## config.mk

```make
export PLATFORM = sky130hd
export DESIGN_NAME = wdc_watchdog_ctrl
export DESIGN_NICKNAME = d
export VERILOG_FILES = /design/src/wdc_pkg.sv /design/src/wdc_sync2.sv /design/src/wdc_watchdog_ctrl.sv
export SDC_FILE = /design/constraint.sdc
export NUM_CORES = 1
export LEC_CHECK = 0
export BUFFER_PORTS_ARGS = -buffer_cell sky130_fd_sc_hd__buf_2
export CAP_MARGIN = 10
export CELL_PAD_IN_SITES_DETAIL_PLACEMENT = 0
export CELL_PAD_IN_SITES_GLOBAL_PLACEMENT = 2
export CORE_ASPECT_RATIO = 0.5
export CORE_MARGIN = 2
export CORE_UTILIZATION = 33
export CTS_BUF_LIST = sky130_fd_sc_hd__clkbuf_2 sky130_fd_sc_hd__clkbuf_4 sky130_fd_sc_hd__clkbuf_8
export CTS_CLUSTER_SIZE = 24
export DETAILED_ROUTE_END_ITERATION = 8
export PLACE_DENSITY_LB_ADDON = 0.08
export SETUP_SLACK_MARGIN = 0.1
export SYNTH_ARGS = -nofsm -noshare
export SYNTH_HDL_FRONTEND = slang
export SYNTH_SLANG_ARGS = --single-unit
```

## constraint.sdc

```tcl
create_clock -name clk -period 5.2 [get_ports clk]
set_clock_uncertainty 0.05 [all_clocks]
set_input_delay 0.26 -clock clk [delete_from_list [all_inputs] [get_ports clk]]
set_output_delay 0.26 -clock clk [all_outputs]
set_load 0.01 [all_outputs]
```

## src/wdc_pkg.sv

```systemverilog
package wdc_pkg;

  // Wishbone side
  localparam int WDC_AW = 8;
  localparam int WDC_DW = 32;
  localparam int WDC_RW = 8;
  localparam logic [5:0] WDC_IDX_CTRL = 6'h00;
  localparam logic [5:0] WDC_IDX_STATUS = 6'h01;
  localparam int WDC_IDX_HI = 7;
  localparam int WDC_IDX_LO = 2;
  localparam int WDC_LANE0 = 0;

  // Status fields
  localparam int WDC_LOCK_BIT = 7;
  localparam int WDC_SYNC_BIT = 0;
  localparam logic [7:0] WDC_STATUS_RESET = 8'h00;

  // Period codes
  localparam logic [3:0] WDC_CODE_OFF = 4'h0;
  localparam logic [3:0] WDC_CODE_ONE = 4'h1;
  localparam logic [3:0] WDC_CODE_MAX = 4'hB;
  localparam logic [13:0] WDC_BASE_TICKS = 14'h0008;
  localparam logic [13:0] WDC_CNT_ONE = 14'h0001;

  // Oscillator ticks a restart needs to cross over
  localparam logic [1:0] WDC_RESTART_TICKS = 2'h2;
  localparam logic [1:0] WDC_RS_ONE = 2'h1;

  typedef struct packed {
    logic [3:0] window;
    logic [3:0] period;
  } wdc_ctrl_type;

  typedef struct packed {
    logic cyc;
    logic stb;
    logic we;
    logic [WDC_AW-1:0] adr;
    logic [3:0] sel;
    logic [WDC_DW-1:0] dat;
  } wdc_wb_req_type;

  typedef struct packed {
    logic ack;
    logic [WDC_DW-1:0] dat;
  } wdc_wb_rsp_type;

  typedef enum {
    WDC_IDLE,
    WDC_NORMAL,
    WDC_CLOSED,
    WDC_OPEN
  } wdc_state_type;

endpackage : wdc_pkg

```

## src/wdc_sync2.sv

```systemverilog
`timescale 1ns/1ns
`default_nettype none

module wdc_sync2 #(
  parameter int WIDTH = 1
) (
  input wire logic clk,
  input wire logic reset,
  input wire logic [WIDTH-1:0] async_in,
  output logic [WIDTH-1:0] sync_out
);

  logic [WIDTH-1:0] meta_q;

  // First stage is read by the second stage only
  always_ff @(posedge clk) begin
    if (reset) begin
      meta_q <= '0;
      sync_out <= '0;
    end else begin
      meta_q <= async_in;
      sync_out <= meta_q;
    end
  end

endmodule : wdc_sync2

`default_nettype wire

```

## src/wdc_watchdog_ctrl.sv

```systemverilog
`timescale 1ns/1ns
`default_nettype none

// Behaviour
// Nonzero window code enables window mode
// Nonzero timeout code runs the watchdog
// Window mode uses timeout code as open window
// Lock set makes control fields read-only
// Lock only set; cleared only in debug
// Nonzero timeout after boot sets lock
// Control write raises sync pending flag
// Hardware clears sync pending; reset zero
// Lock write needs change protection unlock
// Sync pending flag needs no unlock
// Control reset value comes from fuse
// Timeout without restart issues system reset
// Closed-window restart resets; closed after first
// Restart takes two ticks; extras ignored
// Zero timeout keeps counter idle, no reset
module wdc_watchdog_ctrl
  import wdc_pkg::*;
(
  input wire logic clk,
  input wire logic reset,
  input wire wdc_pkg::wdc_wb_req_type wb_req,
  output var wdc_pkg::wdc_wb_rsp_type wb_rsp,
  input wire logic change_protection,
  input wire logic debug_mode,
  input wire logic boot_done,
  input wire wdc_pkg::wdc_ctrl_type boot_config_fuse,
  input wire logic watchdog_osc_clock,
  input wire logic watchdog_restart_instr,
  output logic system_reset_req
);

  import wdc_pkg::*;

  function automatic logic [13:0] code_ticks(input logic [3:0] code);
    logic [3:0] shift;
    // Reserved codes behave as the longest period
    shift = (code > WDC_CODE_MAX) ? WDC_CODE_MAX - WDC_CODE_ONE
                                  : code - WDC_CODE_ONE;
    code_ticks = WDC_BASE_TICKS << shift;
  endfunction : code_ticks

  ////////////////////////////////////////////////////////////////////////////
  // Bus slave

  wdc_wb_rsp_type rsp_q;
  wdc_ctrl_type ctrl_q;
  wdc_ctrl_type wd_q;
  wdc_state_type state_q;
  logic lock_q;
  logic sync_pending_q;
  logic boot_seen_q;
  logic osc_s;
  logic osc_prev_q;
  logic osc_tick;
  logic rs_busy_q;
  logic [1:0] rs_cnt_q;
  logic restart_apply;
  logic [13:0] cnt_q;
  logic [13:0] cnt_inc;
  logic [13:0] limit;
  logic [5:0] idx;
  logic access;
  logic fire_wr;
  logic ctrl_wr;
  logic ctrl_wr_ok;
  logic status_wr;
  logic lock_set;
  logic lock_clr;
  logic boot_rise;
  logic [WDC_RW-1:0] rd_byte;

  assign idx = wb_req.adr[WDC_IDX_HI:WDC_IDX_LO];
  assign access = wb_req.cyc & wb_req.stb;
  // Effects land on the edge where the master sees ack
  assign fire_wr = access & wb_req.we & rsp_q.ack & wb_req.sel[WDC_LANE0];
  assign ctrl_wr = fire_wr & (idx == WDC_IDX_CTRL);
  assign status_wr = fire_wr & (idx == WDC_IDX_STATUS);
  // Writes during a crossing would corrupt the copy, so they drop
  assign ctrl_wr_ok = ctrl_wr & change_protection & ~lock_q
                      & ~sync_pending_q;

  always_comb begin
    case (idx)
      WDC_IDX_CTRL: rd_byte = ctrl_q;
      WDC_IDX_STATUS: begin
        rd_byte = WDC_STATUS_RESET;
        rd_byte[WDC_LOCK_BIT] = lock_q;
        rd_byte[WDC_SYNC_BIT] = sync_pending_q;
      end
      default: rd_byte = WDC_STATUS_RESET;
    endcase
  end

  always_ff @(posedge clk) begin
    if (reset) begin
      rsp_q <= '0;
    end else begin
      rsp_q.ack <= access & ~rsp_q.ack;
      rsp_q.dat <= {{(WDC_DW-WDC_RW){1'b0}}, rd_byte};
    end
  end

  assign wb_rsp = rsp_q;

  ////////////////////////////////////////////////////////////////////////////
  // Control and lock

  assign boot_rise = boot_done & ~boot_seen_q;

  always_ff @(posedge clk) begin
    if (reset) begin
      boot_seen_q <= 1'b0;
    end else if (boot_done) begin
      boot_seen_q <= 1'b1;
    end
  end

  always_ff @(posedge clk) begin
    if (reset) begin
      ctrl_q <= boot_config_fuse;
    end else if (ctrl_wr_ok) begin
      ctrl_q <= wdc_ctrl_type'(wb_req.dat[WDC_RW-1:0]);
    end
  end

  assign lock_set = (status_wr & change_protection
                     & wb_req.dat[WDC_LOCK_BIT])
                    | (boot_rise & (ctrl_q.period != WDC_CODE_OFF));
  assign lock_clr = status_wr & change_protection & debug_mode
                    & ~wb_req.dat[WDC_LOCK_BIT];

  // Set beats clear when both arrive together
  always_ff @(posedge clk) begin
    if (reset) begin
      lock_q <= WDC_STATUS_RESET[WDC_LOCK_BIT];
    end else if (lock_set) begin
      lock_q <= 1'b1;
    end else if (lock_clr) begin
      lock_q <= 1'b0;
    end
  end

  ////////////////////////////////////////////////////////////////////////////
  // Oscillator crossing

  wdc_sync2 #(.WIDTH(1)) u_osc_sync (
    .clk(clk),
    .reset(reset),
    .async_in(watchdog_osc_clock),
    .sync_out(osc_s)
  );

  always_ff @(posedge clk) begin
    if (reset) begin
      osc_prev_q <= 1'b0;
    end else begin
      osc_prev_q <= osc_s;
    end
  end

  assign osc_tick = osc_s & ~osc_prev_q;

  // Timer copy is taken on an oscillator tick, like a real crossing
  always_ff @(posedge clk) begin
    if (reset) begin
      sync_pending_q <= WDC_STATUS_RESET[WDC_SYNC_BIT];
      wd_q <= boot_config_fuse;
    end else if (ctrl_wr_ok) begin
      sync_pending_q <= 1'b1;
    end else if (sync_pending_q & osc_tick) begin
      sync_pending_q <= 1'b0;
      wd_q <= ctrl_q;
    end
  end

  ////////////////////////////////////////////////////////////////////////////
  // Restart crossing

  assign restart_apply = rs_busy_q & osc_tick
                         & (rs_cnt_q == WDC_RESTART_TICKS - WDC_RS_ONE);

  always_ff @(posedge clk) begin
    if (reset) begin
      rs_busy_q <= 1'b0;
      rs_cnt_q <= '0;
    end else if (!rs_busy_q) begin
      rs_busy_q <= watchdog_restart_instr;
      rs_cnt_q <= '0;
    end else if (restart_apply) begin
      rs_busy_q <= 1'b0;
    end else if (osc_tick) begin
      rs_cnt_q <= rs_cnt_q + WDC_RS_ONE;
    end
  end

  ////////////////////////////////////////////////////////////////////////////
  // Timeout engine

  assign cnt_inc = cnt_q + WDC_CNT_ONE;

  always_comb begin
    case (state_q)
      WDC_CLOSED: limit = code_ticks(wd_q.window);
      default: limit = code_ticks(wd_q.period);
    endcase
  end

  always_ff @(posedge clk) begin
    if (reset) begin
      state_q <= WDC_IDLE;
      cnt_q <= '0;
    end else if (wd_q.period == WDC_CODE_OFF) begin
      state_q <= WDC_IDLE;
      cnt_q <= '0;
    end else if (debug_mode) begin
      // Halt clears the count; the next run starts without a closed window
      state_q <= WDC_NORMAL;
      cnt_q <= '0;
    end else begin
      case (state_q)
        WDC_IDLE: begin
          state_q <= WDC_NORMAL;
          cnt_q <= '0;
        end
        WDC_NORMAL: begin
          if (restart_apply) begin
            cnt_q <= '0;
            if (wd_q.window != WDC_CODE_OFF) begin
              state_q <= WDC_CLOSED;
            end
          end else if (osc_tick) begin
            cnt_q <= cnt_inc;
          end
        end
        WDC_CLOSED: begin
          if (osc_tick & (cnt_inc == limit)) begin
            state_q <= WDC_OPEN;
            cnt_q <= '0;
          end else if (osc_tick) begin
            cnt_q <= cnt_inc;
          end
        end
        WDC_OPEN: begin
          if (restart_apply) begin
            state_q <= (wd_q.window != WDC_CODE_OFF) ? WDC_CLOSED
                                                     : WDC_NORMAL;
            cnt_q <= '0;
          end else if (osc_tick) begin
            cnt_q <= cnt_inc;
          end
        end
        default: begin
          state_q <= WDC_IDLE;
          cnt_q <= '0;
        end
      endcase
    end
  end

  // Request holds until the block itself is reset
  always_ff @(posedge clk) begin
    if (reset) begin
      system_reset_req <= 1'b0;
    end else if ((state_q == WDC_NORMAL || state_q == WDC_OPEN)
                 && !debug_mode && wd_q.period != WDC_CODE_OFF
                 && osc_tick && !restart_apply && cnt_inc == limit) begin
      system_reset_req <= 1'b1;
    end else if (state_q == WDC_CLOSED && restart_apply && !debug_mode
                 && wd_q.period != WDC_CODE_OFF) begin
      system_reset_req <= 1'b1;
    end
  end
endmodule : wdc_watchdog_ctrl

`default_nettype wire

```

# After elaboration in Yosys (flattened, before gate mapping)
# Cells that the tools add are included.
[word_totals] rom_bits=0 latchBits=0 elab_cells=133 ff_bits=105 mem_count=0 mem_bits_rw=0
[classes] reduce_logical=30 n_mux=28 magnitude_cmp=2 n_eq_ne=18 add_sub_neg=4 n_shift=2 bitwise=30 div_mod_pow=0 n_mul=0
[ops] operator="2-to-1 mux 32 bit" count=4
[ops] operator="one-hot mux 32 bit (4 select lines)" count=1
[ops] operator="== test 32 x 2 -> 1 bit, second input constant" count=3
[ops] operator="== test 32 x 3 -> 1 bit, second input constant" count=2
[ops] operator="2-to-1 mux 14 bit" count=4
[ops] operator="2-to-1 mux 8 bit" count=5
[ops] operator="== test 32 x 1 -> 1 bit, second input constant" count=1
[ops] operator="logical NOT 32 bit" count=1
[ops] operator="one-hot mux 14 bit (2 select lines)" count=1
[ops] operator="left shift 4 x 4 -> 14 bit, first input constant" count=2
[ops] operator="bitwise AND 1 bit" count=21
[ops] operator="one-hot mux 8 bit (2 select lines)" count=1
[ops] operator="adder 14 x 1 -> 14 bit, second input constant" count=1
[ops] operator="== test 14 bit" count=1
[ops] operator="!= test 3 bit, second input constant" count=4
[ops] operator="nonzero test 4 bit" count=3
[ops] operator="!= test 2 bit, second input constant" count=5
[ops] operator="nonzero test 2 bit" count=5
[ops] operator="2-to-1 mux 1 bit" count=9
[ops] operator="greater-than comparator 4 bit, second input constant" count=2
[ops] operator="logical AND 1 bit" count=8
[ops] operator="2-to-1 mux 4 bit" count=2
[ops] operator="inverter 1 bit" count=8
[ops] operator="AND reduction 4 bit" count=2
[ops] operator="other kinds (13)" count=18

# Longest topological paths before layout
[depth] word_depth=10 ltp_mapped=11 depth_no_buf=10

# Modules after synthesis
# A second synthesis with hierarchy kept.
[unflattened] cells_unflattened=343 hier_area_um2=3001.6
[by_module_without_submodules] module="wdc_watchdog_ctrl" n_inst=1 cells_per_inst=339 area_each_um2=2949.1 seq_area_each_um2=1141.1
[by_module_without_submodules] module="wdc_sync2" n_inst=1 cells_per_inst=4 area_each_um2=52.6 seq_area_each_um2=40.0

# Worst setup path after synthesis
# No wires, ideal clock.
[synth_path] path_kind="register to register" startpoint="register wd_q[0] (netlist bit)" endpoint="register cnt_q[0]" arrival_time_ns=2.415 path_stages_with_launch=11 setup_ns=0.134 setup_slack_ns=2.601 period_less_slack_ns=2.599 path_buffers=1 cell_sequence="edfxtp_1 -> inv_1 -> ha_1 -> a21boi_0 -> mux2_2 -> mux2_2 -> a21oi_1 -> o221ai_2 -> o31ai_4 -> buf_6 -> a21oi_1"
[synth_via] elab_chain_cells=8 elab_cells_between_ends=11
[synth_rtl] item="start, declared" line_no="wdc_watchdog_ctrl.sv:51" text="wdc_ctrl_type wd_q;"
[synth_rtl] item="start signal, assigned" line_no="wdc_watchdog_ctrl.sv:171" text="wd_q <= boot_config_fuse;"
[synth_rtl] item="start signal, assigned" line_no="wdc_watchdog_ctrl.sv:176" text="wd_q <= ctrl_q;"
[synth_rtl] item="subtractor 4 x 1 -> 4 bit / greater-than comparator 4 bit (equally long branches)" line_no="wdc_watchdog_ctrl.sv:42, wdc_watchdog_ctrl.sv:41"
[synth_rtl] item="2-to-1 mux 4 bit" line_no="wdc_watchdog_ctrl.sv:41" text="shift = (code > WDC_CODE_MAX) ? WDC_CODE_MAX - WDC_CODE_ONE"
[synth_rtl] item="left shift 4 x 4 -> 14 bit" line_no="wdc_watchdog_ctrl.sv:43" text="code_ticks = WDC_BASE_TICKS << shift;"
[synth_rtl] item="2-to-1 mux 14 bit" line_no="wdc_watchdog_ctrl.sv:206" text="case (state_q)"
[synth_rtl] item="== test 14 bit" line_no="wdc_watchdog_ctrl.sv:240" text="if (osc_tick & (cnt_inc == limit)) begin"
[synth_rtl] item="bitwise AND 1 bit" line_no="wdc_watchdog_ctrl.sv:240"
[synth_rtl] item="2-to-1 mux 14 bit" line_no="wdc_watchdog_ctrl.sv:240"
[synth_rtl] item="one-hot mux 14 bit (2 select lines)" line_no="wdc_watchdog_ctrl.sv:224" text="case (state_q)"
[synth_rtl] item="end signal, assigned" line_no="wdc_watchdog_ctrl.sv:236" text="cnt_q <= cnt_inc;"
[synth_rtl] item="end signal, assigned" line_no="wdc_watchdog_ctrl.sv:244" text="cnt_q <= cnt_inc;"
[synth_rtl] item="end signal, assigned" line_no="wdc_watchdog_ctrl.sv:253" text="cnt_q <= cnt_inc;"
[synth_rtl] item="end, declared" line_no="wdc_watchdog_ctrl.sv:62" text="logic [13:0] cnt_q;"
# Several ways; a longest one is shown, not always the timed one.
# A chain may end at the register's enable or synchronous reset.

# Final worst setup path
[layout_path] startpoint="register wd_q[6] (netlist bit)" endpoint="register cnt_q[4]"
[layout_via] elab_chain_cells=8 elab_cells_between_ends=9
[layout_rtl] item="subtractor 4 x 1 -> 4 bit / greater-than comparator 4 bit (equally long branches)" line_no="wdc_watchdog_ctrl.sv:42, wdc_watchdog_ctrl.sv:41"
[layout_rtl] item="2-to-1 mux 4 bit *" line_no="wdc_watchdog_ctrl.sv:41"
[layout_rtl] item="left shift 4 x 4 -> 14 bit *" line_no="wdc_watchdog_ctrl.sv:43"
[layout_rtl] item="2-to-1 mux 14 bit *" line_no="wdc_watchdog_ctrl.sv:206"
[layout_rtl] item="== test 14 bit *" line_no="wdc_watchdog_ctrl.sv:240"
[layout_rtl] item="bitwise AND 1 bit *" line_no="wdc_watchdog_ctrl.sv:240"
[layout_rtl] item="2-to-1 mux 14 bit *" line_no="wdc_watchdog_ctrl.sv:240"
[layout_rtl] item="one-hot mux 14 bit (2 select lines) *" line_no="wdc_watchdog_ctrl.sv:224"
# Mark *: on every way between the ends. The rest lies on a longest branch, timed or not.

==> results.tsv <==
metric	value	unit
FF+latch area	1180	um^2
vias in the first global route	2389	
hold buffer count at cts	0	
Synth Warn #	0	
top cells by area, synth	dfxtp_1 22%, edfxtp_1 15%, buf_4 6.0%	
All-Layer GR Usage	0.147	
footprint of the multi-input gates	1730	um^2
GP Congestion	0.806	
Yosys cell types	57	
Final Hold Vio Count	0	
Final TNS setup	0	ns
CP delay by family, top	compound AO/OA/AOI/OAI gates	
Fillers	984	
# resized after CTS	0	
root buf cell	clkbuf_8	
critical path launch point	wd_q[6]$_DFFE_PP_	
maximum clock path buffer count	2	
P_int	0.569	mW
WHS	0.0940	ns
Synth Register Bits	51	
hold_sp	watchdog_osc_clock	
clock sink count	51	
Switch Pwr	0.233	mW
share of cells above drive strength 1	0.182	
gr ovfl total	0	
sequential area share after synthesis	0.375	
Post-Syn Area	3150	um^2
IO Port Bufs	42	
Most used DFF post-synth	dfxtp_1	
H-tree depth	2	
clk_lat worst skew	0.32	ns
Total Nets Final	457	
Initial DRC Count	72	
minimum clock period after layout	3.25	ns
initial antenna violation count	0	
pre-CTS WS	1.91	ns
count of final setup violators	0	
Crit Path Class	register to register	
outcome	completed	
setup ws final	1.95	ns
global-route wire length before repair	11800	um
row count	25	
r2r startpoint	wd_q[6]$_DFFE_PP_	
final WL	7130	um
slew margin rel.	0.369	
worst hold path class	input pin to register	
Crit. End Element	register	
FFs w/ async S/R, synth	0	
die area	10400	um^2
Synth top area share	0.222	
Worst Path Arrival	3.38	ns
worst-margin pin slew	0.920	ns
Reg power frac	0.546	
Power Density	233	nW/um^2
vias per cell	4.87	
CTS tree	yes	
Routed Antenna Nets	0	
clock power share	0.307	
via count	2488	
total power	0.802	mW
clock-pin slew on the worst setup and hold paths	0.10	ns
FMAX	307	MHz
Die Span X	142	um
largest net degree at the start of global routing	44	
slowest stage delay, CP	0.69	ns
drt pass-1 iters	6	
Slew Viols, Final	0	
Post-synth EDFFs	16	
commonest cells in the netlist	35 x dfxtp_1, 29 x nor2_1, 27 x nand2_1	
RSZ-0062 raised after global routing	false	
Ant. Diodes	0	
Critical Path Start Type	register	
Mapped Avg Cell Area	8.91	um^2
count leader, synth	dfxtp_1	
Floorplan Core Area	9350	um^2
leakage	1.36	nW
Max Cap Viol	0	
die span in y	73.1	um
worst-path cell chain	nor3_1 -> xnor2_1 -> mux2i_1 -> mux2_2 -> a21oi_2 -> o211ai_1 -> o31ai_4 -> a21oi_1	
post-DR wirelength/cell	14.0	um
synthesis-to-layout area growth	9.21	%
CTS buffer count	5	
crit path max-delay cell type	mux2i_1	
Initial Util	0.337	
CP Data Required Time	5.33	ns
Comb pwr share	0.146	
VDD IR max	0.0862	mV
synthesized instance count	354	
HPWL Detailed	5390	um
Final Cycle Share	0.626	
leading area contributor after synthesis	dfxtp_1	
CP max FO	13	
setup bufs post-CTS	0	
WP buf/inv	0	
DRC	0	
# IOs	96	
Switching Share	0.291	
[per-stage QoR]
stage          utilization  instance area [um^2]  cells
6_report             0.368                  3440    511
3_3_place_gp         0.358                  3350    503
3_5_place_dp         0.358                  3350    503
5_1_grt              0.368                  3440    511
2_1_floorplan            -                  3240    377
4_1_cts              0.368                  3440    511
[final cells by class]
cell class,instances,area share
multi-input combinational,268,0.501
sequential,51,0.343
timing repair buffer,43,0.0632
tap,121,0.0440
inverter,20,0.0218
clock buffer,5,0.0200
clock inverter,3,0.00654
[cell families after synthesis]
kind of cell	count (synthesis)	share of synthesized area
simple gates	133	0.238
mux	15	0.0540
flops	51	0.375
other cells	1	0.00119
buf+inv	58	0.105
fa+ha+maj	6	0.0238
compound gates	65	0.134
xor+xnor	25	0.0694
[layout by cell type, fill, tap and decap left out, types with 6 or more instances in the layout]
cell type / Yosys / final
dfxtp_1: 35 / 35
inv_1: 20 / 20
edfxtp_1: 16 / 16
buf_2: 4 / 42
xor2_1: 8 / 8
nand2_1: 27 / 27
nand2b_1: 6 / 6
nand3_1: 14 / 14
mux2_2: 6 / 6
nand4_1: 6 / 6
a21oi_1: 22 / 22
ha_1: 6 / 6
xnor2_1: 17 / 17
o21ai_0: 17 / 17
mux2i_1: 8 / 8
nor3_1: 15 / 15
nor2_1: 29 / 29
conb_1: 1 / 24
[worst register-to-register path: cells and delay by family, from the launching register on]
| family | cells | cell delay, ns |
|---|---|---|
| AO/OA/AOI/OAI | 4 | 1.13 |
| XOR/XNOR | 1 | 0.09 |
| flip-flops | 1 | 0.46 |
| multiplexers | 2 | 1.12 |
| AND/OR/NAND/NOR | 1 | 0.26 |
[final timing paths]
check                                        end  slack (ns)  cells past startpoint
hold / removal      u_osc_sync.meta_q$_SDFF_PP0_        0.09                      2
setup reg to reg             cnt_q[4]$_SDFF_PP0_        1.95                      8
hold reg to reg   u_osc_sync.sync_out$_SDFF_PP0_        0.39                      1
setup / recovery             cnt_q[4]$_SDFF_PP0_        1.95                      8
[sequential cells by signal, indices dropped and copies added (netlist names), 2 cells and up]
| name | flops |
|---|---|
| state_q | 2 |
| ctrl_q | 8 |
| wd_q | 8 |
| cnt_q | 14 |
| rs_cnt_q | 2 |
| wb_rsp | 9 |
[per-layer routing]
metal  vias to the layer above  global-route usage  wire length (um)
met5                         -                   0                 0
met4                         0              0.0511               141
met3                        14              0.0387               334
met2                        67               0.247              3100
met1                      1145               0.186              3560
li1                       1262                   -                 -
[power by group through the flow]
stage               sequential, mW  clock (mW)  combinational (mW)
floorplan                    0.445           0              0.0969
global placement             0.447           0               0.117
detailed placement           0.448           0               0.118
CTS                          0.439       0.259               0.118
global route                 0.441       0.272               0.134
finish                       0.438       0.247               0.118
No activity file was read; power rests on OpenSTA's default activity.
